==> src/rtl/abse_regs.svh <==
`ifndef ABSE_REGS_SVH
`define ABSE_REGS_SVH

// ----------------------------------------------------------------
// Opcode patterns
// ----------------------------------------------------------------
`define ABSE_OP_AND_HI   4'h1
`define ABSE_OP_AND_MID  2'h1
`define ABSE_OP_CLR      4'h4
`define ABSE_OP_SET      4'h5

// ----------------------------------------------------------------
// Register file layout and reset values
// ----------------------------------------------------------------
`define ABSE_PORT_LO     5'h05
`define ABSE_PORT_HI     5'h07
`define ABSE_ACC_RST     8'h00
`define ABSE_RF_RST      8'h00
`define ABSE_ZERO_RST    1'h0
`define ABSE_DEST_ACC    1'h0

`endif

==> src/rtl/abse_pkg.sv <==
package abse_pkg;

  // ----------------------------------------------------------------
  // Instruction word fields
  // ----------------------------------------------------------------
  typedef struct packed {
    logic [3:0] major;   // Bits 11:8
    logic [2:0] mid;     // Bits 7:5, bit position or {01,dest}
    logic [4:0] addr;    // Bits 4:0, register address
  } abse_instr_t;

  // Result written back to the register file
  typedef struct packed {
    logic       wr_en;
    logic [4:0] addr;
    logic [7:0] data;
  } abse_result_t;

  // Accumulator load from the rest of the core
  typedef struct packed {
    logic       en;
    logic [7:0] data;
  } abse_acc_load_t;

  // Instruction classes handled here
  typedef enum logic [1:0] {
    ABSE_NONE,
    ABSE_AND,
    ABSE_CLR,
    ABSE_SET
  } abse_class_t;

endpackage

==> src/rtl/abse_exec.sv <==
`timescale 1ns/1ps
`include "abse_regs.svh"

module abse_exec (
  input  wire logic                 clk,
  input  wire logic                 nrst,
  input  wire logic                 instr_valid,
  input  wire abse_pkg::abse_instr_t instr,
  input  wire logic [2:0][7:0]      port_pins,
  input  wire abse_pkg::abse_acc_load_t acc_load,
  output logic      [7:0]           accum,
  output logic                      zero_flag,
  output logic      [2:0][7:0]      port_latch,
  output abse_pkg::abse_result_t    result,
  output logic                      done
);

  // ----------------------------------------------------------------
  // State
  // ----------------------------------------------------------------
  logic [7:0]       rf [0:31];
  logic [2:0][7:0]  pins_meta;
  logic [2:0][7:0]  pins_sync;

  // ----------------------------------------------------------------
  // Decode
  // ----------------------------------------------------------------
  abse_pkg::abse_class_t cls;
  wire logic        hit_and;
  wire logic        hit_clr;
  wire logic        hit_set;
  wire logic        dest_reg;
  wire logic [2:0]  bit_pos;
  wire logic [4:0]  addr;
  wire logic        is_port;
  wire logic [1:0]  port_idx;
  wire logic [7:0]  pin_val;
  wire logic [7:0]  operand;
  wire logic [7:0]  mask;
  wire logic [7:0]  and_res;
  wire logic [7:0]  bit_res;
  wire logic        is_bit;
  wire logic        acc_take;

  // Opcode pattern match
  assign hit_and  = instr_valid && instr.major == `ABSE_OP_AND_HI
                    && instr.mid[2:1] == `ABSE_OP_AND_MID;
  assign hit_clr  = instr_valid && instr.major == `ABSE_OP_CLR;
  assign hit_set  = instr_valid && instr.major == `ABSE_OP_SET;
  assign cls      = hit_and ? abse_pkg::ABSE_AND :
                    hit_clr ? abse_pkg::ABSE_CLR :
                    hit_set ? abse_pkg::ABSE_SET : abse_pkg::ABSE_NONE;
  assign is_bit   = hit_clr || hit_set;

  // Core loads of the accumulator give way to the instructions taken here
  assign acc_take = acc_load.en && !hit_and && !is_bit;

  // Operand fields
  assign dest_reg = instr.mid[0];
  assign bit_pos  = instr.mid;
  assign addr     = instr.addr;

  // Port registers read their pins
  assign is_port  = addr >= `ABSE_PORT_LO && addr <= `ABSE_PORT_HI;
  assign port_idx = addr[1:0] - 2'h1;
  assign pin_val  = pins_sync[port_idx];
  assign operand  = is_port ? pin_val : rf[addr];

  // Datapath
  assign and_res  = accum & operand;
  assign mask     = 8'h01 << bit_pos;
  assign bit_res  = hit_set ? (operand | mask) : (operand & ~mask);

  // ----------------------------------------------------------------
  // Pin synchroniser
  // ----------------------------------------------------------------
  always_ff @(posedge clk)
  begin
    pins_meta <= port_pins;
    pins_sync <= pins_meta;
  end

  // ----------------------------------------------------------------
  // Accumulator and zero flag
  // ----------------------------------------------------------------
  always_ff @(posedge clk)
  begin
    if (!nrst)
    begin
      accum     <= `ABSE_ACC_RST;
      zero_flag <= `ABSE_ZERO_RST;
    end
    else if (cls == abse_pkg::ABSE_AND)
    begin
      if (dest_reg == `ABSE_DEST_ACC)
        accum <= and_res;
      zero_flag <= (and_res == 8'h00);
    end
    else if (acc_take)
      accum <= acc_load.data;
  end

  // ----------------------------------------------------------------
  // Register file write
  // ----------------------------------------------------------------
  always_ff @(posedge clk)
  begin
    if (!nrst)
    begin
      for (int i = 0; i < 32; i++)
        rf[i] <= `ABSE_RF_RST;
    end
    else if (hit_and && dest_reg != `ABSE_DEST_ACC)
      rf[addr] <= and_res;
    else if (is_bit)
      rf[addr] <= bit_res;
  end

  // ----------------------------------------------------------------
  // Completion report
  // ----------------------------------------------------------------
  always_ff @(posedge clk)
  begin
    if (!nrst)
    begin
      result <= '0;
      done   <= 1'h0;
    end
    else
    begin
      done         <= cls != abse_pkg::ABSE_NONE;
      result.wr_en <= is_bit || (hit_and && dest_reg != `ABSE_DEST_ACC);
      result.addr  <= addr;
      result.data  <= hit_and ? and_res : bit_res;
    end
  end

  // Output latches of the port registers
  assign port_latch = {rf[7], rf[6], rf[5]};
endmodule

==> config.mk <==
export PLATFORM = sky130hd
export DESIGN_NAME = abse_exec
export DESIGN_NICKNAME = d
export VERILOG_FILES = /design/src/rtl/abse_pkg.sv /design/src/rtl/abse_exec.sv
export VERILOG_INCLUDE_DIRS = /design/src /design/src/rtl
export SDC_FILE = /design/constraint.sdc
export NUM_CORES = 1
export LEC_CHECK = 0
export BUFFER_PORTS_ARGS = -buffer_cell sky130_fd_sc_hd__buf_2
export CAP_MARGIN = 0
export CORE_MARGIN = 1
export CORE_UTILIZATION = 60
export DETAILED_ROUTE_END_ITERATION = 7
export PLACE_DENSITY_LB_ADDON = 0.15
export SLEW_MARGIN = 5
export SYNTH_ARGS = -nofsm -noshare
export SYNTH_HDL_FRONTEND = slang
export SYNTH_SLANG_ARGS = --single-unit
==> constraint.sdc <==
create_clock -name clk -period 7.2 [get_ports clk]
set_input_delay 0.36 -clock clk [delete_from_list [all_inputs] [get_ports clk]]
set_output_delay 0.36 -clock clk [all_outputs]
set_load 0.02 [all_outputs]
# Yosys cells after proc, flatten, opt, wreduce, memory -nomap -nowiden
# Memory sizes are Yosys's and may differ from the RTL's.
# Index checks and enable logic that the tools add are counted.
[classes]
reduce_logical = 17
n_eq_ne = 6
n_addsub = 1
muxes = 23
shift = 1
n_lt_le_gt_ge = 3
bitwise = 5
[op_table]
columns = ["operator", "count"]
rows = [
  ["8-bit 2-to-1 mux", 9],
  ["8-bit bitwise AND", 2],
  ["8-bit binary-select mux with 2-bit select", 1],
  ["1-bit 2-to-1 mux", 9],
  ["4-bit by 3-bit equality test with 1-bit output (second input constant)", 2],
  ["1-bit logical AND", 8],
  ["8-bit zero test", 1],
  ["8-bit inverter", 1],
  ["8-bit bitwise OR", 1],
  ["8-bit OR reduction", 1],
  ["1-bit by 3-bit << shifter with 8-bit output (first input constant)", 1],
  ["2-bit 2-to-1 mux", 3],
  ["5-bit by 3-bit >= comparator with 1-bit output (second input constant)", 1],
  ["5-bit by 3-bit less-or-equal comparator with 1-bit output (second input constant)", 1],
  ["5-bit 2-to-1 mux", 1],
  ["2-bit by 1-bit equality test with 1-bit output (second input constant)", 2],
  ["4-bit by 1-bit equality test with 1-bit output (second input constant)", 1],
  ["2-bit nonzero test", 2],
  ["2-bit by 3-bit < comparator with 1-bit output (second input constant)", 1],
  ["1-bit zero test", 2],
  ["1-bit logical OR", 2],
  ["2-bit inequality test (second input constant)", 1],
  ["2-bit AND reduction", 1],
  ["2-bit by 1-bit subtractor with 2-bit output (second input constant)", 1],
  ["1-bit bitwise OR", 1],
]
[totals]
output_inout_bits = 48
ff_bits = 72
mem_count = 1
elab_cells = 69
in_bits = 48
mem_bits_rw = 256
[mem_list]
columns = ["name", "words", "width", "read_ports", "rd_ports_with_merged_regs", "wr", "line", "source"]
rows = [
  ["rf", 32, 8, 4, 0, 32, "abse_exec.sv:21", "logic [7:0] rf [0:31];"],
]

# Logic depth before layout (Yosys ltp)
# Gate-level depths: netlist (run 1).
[logic_depth]
depth_word = 10
ltp_mapped = 14
mapped_depth_nobuf = 9

# Worst setup path before layout (run 1)
# No wires, ideal clock.
[synth_path]
kind = "input to register"
from = "input port instr[1] (netlist name)"
to = "memory rf[10][7] (data pin)"
path_slack_ns = 4.005
path_stages = 13
t_required_ns = 6.939
setup_time_ns = 0.261
arrival_ns = 2.933
path_buffers = 4
cell_sequence = "buf_4 -> buf_4 -> buf_4 -> inv_1 -> ha_1 -> nor3_4 -> nor2_2 -> or4b_1 -> a2111oi_2 -> a211oi_1 -> nor2_4 -> buf_6 -> nor2_1"
[synth_rtl]
columns = ["element", "line", "source"]
rows = [
  ["from (decl)", "abse_exec.sv:8", "input wire abse_pkg::abse_instr_t instr,"],
  ["to (decl)", "abse_exec.sv:21", ""],
]

==> flow_summary_export.csv, run 1 <==
group,metric,value,unit
status,status,"finished clean",
layout,final_cell_area,15900,um2
pwr,p_int,0.00344,W
place,placed_cells,1418,
clock_network,cts.sink_count,328,
setup_path,cp-end-kind,"flip-flop",
timing,max_freq,0.230,GHz
setup_path,reg2reg_to,"rf[26][7]",
synth,yosys-top-cells-area,"edfxtp_1 55%, dfxtp_1 10%, nor2_1 7.7%",
clock_network,ctsResizeCount,0,
synth,syn_area_per_cell,12.6,um2
setup_path,reg2reg_depth,7,
layout,antenna_cells,0,
pwr,peakVddDrop,0.266,mV
clock_network,cts_tree,"built",
hold_path,worstHoldPathType,"in -> reg",
synth,ys.flop_type,"edfxtp_1",
pwr,p_sw,0.000945,W
synth,async_flop_share,0,%
global_route,grt_overflow_total,0,
flow_run,maxCapViolCount,0,
clock_network,postCtsHoldBufs,24,
timing,final-setup-viol-count,0,
place,dpl_cell_area,14400,um2
synth,synth_top_area_cell,"edfxtp_1",
route,route.vias.total,9455,
layout,layout_common_cells,"285 x nor2_1, 256 x edfxtp_1, 100 x nand2_1",
synth,synth_edf_count,256,
clock_network,clock_latency,0.51,ns
setup_path,reg2reg_from,"rf[14][7]",
pwr,seqPwrFrac,48.6,%
global_route,grt_max_degree,50,
setup_path,crit_end,"rf[26][7]",
timing,hold_violations,0,
timing,max_slew_margin,18.3,%
synth,yosysUniqueCellTypes,64,
floorplanning,die_h,154,um
timing,max_slew.worst_pin.slew,1.22,ns
timing,slew_viol_final,0,
pwr,p_comb_share,7.2,%
hold_path,whs_path_depth,3,
floorplanning,rows,55,
synth,ys_seq_area_share,65.6,%
setup_path,rrSetupSlack,3.73,ns
global_route,antenna_found_initial,0,
setup_path,worstSetupPathType,"in -> reg",
route,drt-vias-per-instance,6.29,
setup_path,start_kind,"primary input",
clock_network,postCtsSetupBuffers,0,
floorplanning,die_w,154,um
global_route,grt_pass1_vias,8979,
timing,period_minus_slack,4.34,ns
place,gp_congestion,0.846,
pwr,p_total,0.00439,W
layout,area_delta_synth_final,14.1,%
floorplanning,num_io_pins,96,
global_route,grt_pass1_wl,53200,um
clock_network,h-tree-depth,2,
pwr,swShare,21.5,%
floorplanning,die_area,23800,um2
synth,syn-instance-count,1104,
layout,multi_input_area,4300,um2
place,io_buffers,95,
route,wl_per_cell,23.8,um
timing,fin_skew,0.0160,ns
pwr,p_leak,5.85,nW
pwr,clkPwrFrac,44.2,%
pwr,cellPowerDensity,276,nW/um2
layout,drive_above_1_share,16.5,%
place,hpwl,22600,um
layout,fillers,1587,
layout,final_common_cell,"nor2_1",
layout,fin_nets,1245,
synth,synth_nets,1156,
clock_network,cts.reportedPaths.clkPinSlew,0.06,ns
synth,syn_area,13900,um2
route,drtIter0Drc,1026,
setup_path,worstPathArrival,4.55,ns
layout,finalNonFillerCells,1503,
setup_path,worstSetupStartpoint,"instr[1]",
synth,synth_warnings,0,
hold_path,holdCritStartpoint,"acc_load[1]",
timing,grt_setup_unrepaired,"false",
route,drt-total-wl,35700,um
layout,seq_area,9130,um2
global_route,grt_use_total,30.5,%
route,drc_errors,0,
synth,ys_seq_elements,328,
timing,tns,0,ns
setup_path,crit_fanout,42,
clock_network,numCtsBuffers,34,
clock_network,clk_path_buf_depth,3,
route,ant_nets,0,
setup_path,required,7.41,ns
route,dr.pass1.iters,6,
floorplanning,core,22700,um2
clock_network,root_buffer,"clkbuf_16",
synth,synth_top_area_share,55.3,%
timing,finalCritPeriodShare,60.3,%
floorplanning,start_util,61.2,%
how the worst min path moves through the flow:
stage                     to  slack, ns
2_1_floorplan   pins_sync[0]       0.31
3_3_place_gp   pins_sync[20]       0.31
3_5_place_dp    pins_sync[7]       0.31
4_1_cts             accum[1]       0.03
5_1_grt             accum[0]       0.07
6_report            accum[1]       0.04
critical path, stage by stage:
cell and delay [ns]:
buf_4 0.55, inv_1 0.28, ha_1 0.33, nor3_4 0.44, nor2_2 0.16, or4b_1 0.59
a2111oi_2 0.61, a211oi_1 0.17, nor2_4 0.89, nor2_1 0.13
sequential cells by signal, indices dropped and copies added (netlist names):
signal / flops
done: 1
rf: 256
result: 14
pins_meta: 24
zero_flag: 1
accum: 8
pins_sync: 24
power groups by stage:
stage / clock, W / combinational (W) / sequential [W]
after floorplan: 0 / 0.000189 / 0.00218
after global placement: 0 / 0.000298 / 0.00217
after detailed placement: 0 / 0.000301 / 0.00217
after CTS: 0.00194 / 0.000312 / 0.00213
after global routing: 0.00201 / 0.000335 / 0.00214
final: 0.00194 / 0.000317 / 0.00213
cells by family (layout without fill, tap and decap cells):
group	after synthesis	in the layout	synth area share [%]
compound gates	109	109	5.41
fa+ha+maj	4	4	0.360
buf+inv	84	198	3.44
flops	328	328	65.6
mux	110	110	10.5
simple gates	469	469	14.7
layer usage:
layer  track usage (%)  wire length (um)  vias up
li1                  -                 -     4170
met1              41.2             13800     4610
met2              47.7             16600      593
met3              8.13              4020       82
met4              11.5              1250        0
met5             0.828                 0        -
stage by stage:
stage | worst slack [ns] | hold slack (ns) | util, %
2_1_floorplan | 4.01 | 0.310 | -
3_3_place_gp | 2.54 | 0.311 | 63.3
3_5_place_dp | 2.50 | 0.314 | 63.3
4_1_cts | 2.98 | 0.0347 | 69.9
5_1_grt | 2.72 | 0.0652 | 69.9
6_report | 2.86 | 0.0410 | 69.9
synthesized netlist by cell type (all sizes together), types with 6 or more instances:
cell / count
nor2: 287
a22o: 6
mux2i: 75
and2: 13
edfxtp: 256
a21oi: 19
o22ai: 29
buf: 49
mux4: 28
o21ai: 15
mux2: 7
inv: 9
a31oi: 6
nor3b: 6
a211oi: 9
nand3: 9
nor3: 14
dfxtp: 72
clkbuf: 26
nor4: 7
nand2: 100
nand4bb: 6
area by class of cell:
class / count / share of cell area (%)
multi-input combinational: 692 / 27.1
clock buffer: 47 / 6.59
timing repair buffer: 128 / 4.95
inverter: 9 / 0.213
sequential: 328 / 57.5
clock inverter: 14 / 1.36
tap: 285 / 2.25
Power figures use the tool's default switching activity.
==> run 2, diff against run 1 <==
- CORE_UTILIZATION: 60 -> 54
- clock period: 7.2 -> 3.5 ns (I/O delays scaled with it)
==> flow_summary_export.csv, run 2 (same netlist as run 1, synthesis figures left out) <==
group,metric,value,unit
status,status,"finished clean",
route,ant_nets,0,
setup_path,required,3.73,ns
pwr,p_leak,6.11,nW
clock_network,root_buffer,"clkbuf_16",
route,dr.pass1.iters,5,
global_route,grt_pass1_vias,9453,
place,hpwl,24000,um
layout,drive_above_1_share,20.0,%
route,drt-total-wl,36900,um
clock_network,postCtsSetupBuffers,0,
flow_run,maxCapViolCount,0,
setup_path,worstPathArrival,3.33,ns
layout,fillers,1980,
timing,final-setup-viol-count,0,
pwr,swShare,23.1,%
route,drt-vias-per-instance,5.91,
hold_path,worstHoldPathType,"in -> reg",
timing,max_freq,0.322,GHz
floorplanning,num_io_pins,96,
timing,hold_violations,0,
global_route,grt_pass1_wl,55700,um
clock_network,h-tree-depth,2,
timing,max_slew_margin,43.7,%
route,route.vias.total,9541,
pwr,cellPowerDensity,521,nW/um2
layout,largest_register,"rf",
layout,final_common_cell,"nor2_1",
timing,period_minus_slack,3.10,ns
layout,largest_reg_flops,256,
timing,tns,0,ns
route,wl_per_cell,22.9,um
pwr,peakVddDrop,0.433,mV
timing,slew_viol_final,0,
timing,max_slew.worst_pin.slew,0.845,ns
clock_network,cts.sink_count,328,
global_route,grt_overflow_total,0,
layout,area_delta_synth_final,17.6,%
setup_path,cp-end-kind,"flip-flop",
pwr,seqPwrFrac,51.5,%
clock_network,numCtsBuffers,35,
floorplanning,die_w,162,um
floorplanning,die_h,162,um
clock_network,clock_latency,0.52,ns
timing,grt_setup_unrepaired,"false",
global_route,grt_use_total,28.8,%
place,io_buffers,95,
timing,fin_skew,0.0213,ns
setup_path,worstSetupPathType,"reg -> reg",
route,drc_errors,0,
pwr,p_comb_share,8.3,%
layout,layout_common_cells,"285 x nor2_1, 256 x edfxtp_1, 100 x nand2_1",
clock_network,clk_path_buf_depth,3,
layout,fin_nets,1313,
pwr,clkPwrFrac,40.3,%
clock_network,cts.reportedPaths.clkPinSlew,0.06,ns
global_route,antenna_found_initial,1,
setup_path,crit_fanout,32,
global_route,grt_max_degree,49,
floorplanning,core,25300,um2
layout,largest_registers,"rf (256), pins_meta (24), pins_sync (24)",
setup_path,start_kind,"flip-flop",
floorplanning,start_util,55.1,%
clock_network,cts_tree,"built",
route,drtIter0Drc,1219,
floorplanning,die_area,26400,um2
layout,finalNonFillerCells,1614,
pwr,p_sw,0.00197,W
place,placed_cells,1522,
pwr,p_int,0.00655,W
floorplanning,rows,58,
timing,finalCritPeriodShare,88.6,%
place,gp_congestion,0.862,
[run 2: final timing paths]
path         slack [ns]  cells after the start     startpoint       endpoint
min                0.04                      3       instr[5]      result[1]
min reg2reg        0.33                      0  pins_meta[16]  pins_sync[16]
max reg2reg        0.40                      9      rf[27][3]      rf[22][3]
max                0.40                      9      rf[27][3]      rf[22][3]
[run 2: cell type report]
cell class | instances | area (um2) | area share [%]
Clock buffer | 48 | 977 | 5.97
Clock inverter | 11 | 66.3 | 0.405
Tap cell | 330 | 413 | 2.52
Antenna cell | 1 | 2.50 | 0.0153
Multi-Input combinational cell | 692 | 4310 | 26.4
Sequential cell | 328 | 9130 | 55.8
Inverter | 9 | 33.8 | 0.207
Timing Repair Buffer | 195 | 1420 | 8.69
[run 2: through the flow]
stage | hold WS (ns) | power (W) | util [%] | instance area (um2) | setup slack (ns)
3_5_place_dp | 0.279 | 0.00513 | 59.3 | 15000 | -0.272
5_1_grt | 0.0641 | 0.00875 | 64.8 | 16400 | 0.252
4_1_cts | 0.0271 | 0.00853 | 64.7 | 16300 | 0.249
3_3_place_gp | 0.278 | 0.00512 | 59.3 | 15000 | -0.193
6_report | 0.0420 | 0.00852 | 64.8 | 16400 | 0.399
2_1_floorplan | 0.203 | 0.00487 | - | 13900 | 0.490
[run 2: layer usage]
layer | wire length, um | vias to the layer above | track usage (%)
met4 | 1250 | 0 | 10.9
met2 | 17200 | 450 | 45.0
met3 | 3050 | 83 | 5.47
met5 | 0 | - | 0
met1 | 15400 | 4704 | 40.1
li1 | - | 4304 | -
[run 2: worst max-delay path, cell delays in order (launching register included)]
cell and delay (ns):
edfxtp_1 0.39, mux4_2 0.51, nor2b_1 0.14, nor4b_1 0.07
buf_4 0.16, nor4_1 0.38, buf_4 0.22, o31a_1 0.16
o21a_2 0.67, nor2_1 0.11
[run 2: timing repair]
action                                  4_1_cts  5_1_grt
resized for setup                             0        1
hold buffers                                 32        0
endpoints found under the hold margin        32        0
endpoints found under the setup margin        0       32
[run 2: power groups by stage]
stage,clock (W),combinational (W),sequential [W]
floorplan,0,0.000390,0.00448
global placement,0,0.000658,0.00446
detailed placement,0,0.000667,0.00447
CTS,0.00345,0.000697,0.00439
global route,0.00361,0.000742,0.00440
finish,0.00343,0.000703,0.00439
==> run 3, diff against run 2 <==
- MAX_ROUTING_LAYER: unset -> met4
==> flow_summary_export.csv, run 3 (same netlist as run 1, synthesis figures left out) <==
group,metric,value,unit
route,ant_nets,0,
floorplanning,die_h,162,um
setup_path,cp-end-kind,"flip-flop",
floorplanning,start_util,55.1,%
global_route,antenna_found_initial,1,
clock_network,cts_tree,"built",
place,io_buffers,95,
clock_network,clk_path_buf_depth,3,
layout,layout_common_cells,"285 x nor2_1, 256 x edfxtp_1, 100 x nand2_1",
clock_network,h-tree-depth,2,
setup_path,worstPathArrival,3.33,ns
clock_network,cts.reportedPaths.clkPinSlew,0.06,ns
hold_path,holdPathEnd,"result[1]",
layout,area_delta_synth_final,17.6,%
place,hpwl,24000,um
setup_path,reg2reg_depth,9,
pwr,p_leak,6.11,nW
hold_path,worstHoldPathType,"in -> reg",
global_route,grt_use_total,29.7,%
layout,postLayoutCoreUtil,64.8,%
setup_path,rrSetupSlack,0.39,ns
layout,fin_nets,1313,
timing,grt_setup_unrepaired,"false",
setup_path,reg2reg_from,"rf[27][3]",
layout,final_common_cell,"nor2_1",
timing,slew_viol_final,0,
route,route.vias.total,9585,
flow_run,maxCapViolCount,0,
layout,drive_above_1_share,20.0,%
clock_network,root_buffer,"clkbuf_16",
hold_path,whs_path_depth,3,
layout,largest_register,"rf",
timing,final-setup-viol-count,0,
route,drc_errors,0,
timing,period_minus_slack,3.11,ns
place,pre_cts_slack,-0.272,ns
timing,setup_ws,0.391,ns
setup_path,required,3.72,ns
route,drtIter0Drc,1134,
timing,finalCritPeriodShare,88.8,%
global_route,grt_pass1_wl,55800,um
floorplanning,core,25300,um2
pwr,p_total,0.00852,W
floorplanning,die_w,162,um
layout,largest_reg_flops,256,
clock_network,numCtsBuffers,35,
timing,fin_skew,0.0194,ns
clock_network,cts.sink_count,328,
clock_network,postCtsSetupBuffers,0,
floorplanning,rows,58,
floorplanning,num_io_pins,96,
global_route,grt_max_degree,49,
setup_path,reg2reg_to,"rf[17][3]",
timing,max_slew.worst_pin.slew,0.850,ns
clock_network,clock_latency,0.52,ns
route,dr.pass1.iters,5,
floorplanning,die_area,26400,um2
setup_path,worstSetupPathType,"reg -> reg",
route,drt-total-wl,36800,um
status,status,"finished clean",
pwr,cellPowerDensity,521,nW/um2
timing,max_freq,0.322,GHz
layout,largest_registers,"rf (256), pins_meta (24), pins_sync (24)",
global_route,grt_overflow_total,0,
setup_path,crit_fanout,32,
timing,max_slew_margin,43.4,%
global_route,grt_pass1_vias,9441,
setup_path,start_kind,"flip-flop",
route,wl_per_cell,22.8,um
timing,hold_violations,0,
pwr,peakVddDrop,0.435,mV
route,drt-vias-per-instance,5.94,
hold_path,holdCritStartpoint,"instr[5]",
place,gp_congestion,0.876,
run 3: cell counts in the layout (fill, tap and decap cells not counted):
No cell type changed its count.
run 3: power by group:
group	internal [W]	leakage, nW	total [W]	switching (W)
Clock	0.00196	0.513	0.00343	0.00147
Sequential	0.00433	3.24	0.00439	0.0000515
Combinational	0.000258	2.35	0.000703	0.000445
Total	0.00655	6.11	0.00852	0.00197
run 3: per-layer routing:
layer / wire [um] / up-vias / global-route usage, %
met3: 3210 / 83 / 5.45
li1: - / 4317 / -
met1: 15100 / 4682 / 40.2
met2: 17100 / 503 / 44.8
met4: 1280 / 0 / 11.1
met5: 0 / - / -
run 3: how the worst max path moves through the flow:
stage / depth (start not counted) / from / endpoint
after floorplan: 13 / instr[1] / rf[2][7]
after global placement: 11 / instr[0] / rf[11][2]
after detailed placement: 11 / instr[0] / rf[8][2]
after CTS: 11 / instr[0] / rf[8][2]
after global routing: 11 / instr[0] / rf[10][2]
final: 9 / rf[27][3] / rf[17][3]
run 3: repair_timing:
item	CTS	global route
gates resized for setup	0	1
hold buffers	32	0
endpoints found under the hold margin	32	0
setup endpoints to repair	0	32
run 3: final cells by class:
type                    instances  area (um2)
multi-input cells             692        4310
clock buffers                  48         977
inverters                       9        33.8
clock inverters                11        66.3
well taps                     330         413
repair buffers                195        1420
flip-flops and latches        328        9130
fillers                      1982        8900
diodes                          1        2.50
run 3: metrics by stage:
step | hold slack (ns) | TNS, ns | cells | area, um2
after floorplan | 0.203 | 0 | 1104 | 13900
after global placement | 0.278 | -5.74 | 1522 | 15000
after detailed placement | 0.279 | -7.77 | 1522 | 15000
after CTS | 0.0271 | 0 | 1613 | 16300
after global routing | 0.0641 | 0 | 1614 | 16400
final | 0.0470 | 0 | 1614 | 16400
run 3: critical path: stages (launching register included):
cell and delay, ns:
edfxtp_1 0.38, mux4_2 0.51, nor2b_1 0.13, nor4b_1 0.06
buf_4 0.16, nor4_1 0.38, buf_4 0.22, o31a_1 0.16
o21a_2 0.68, nor2_1 0.11
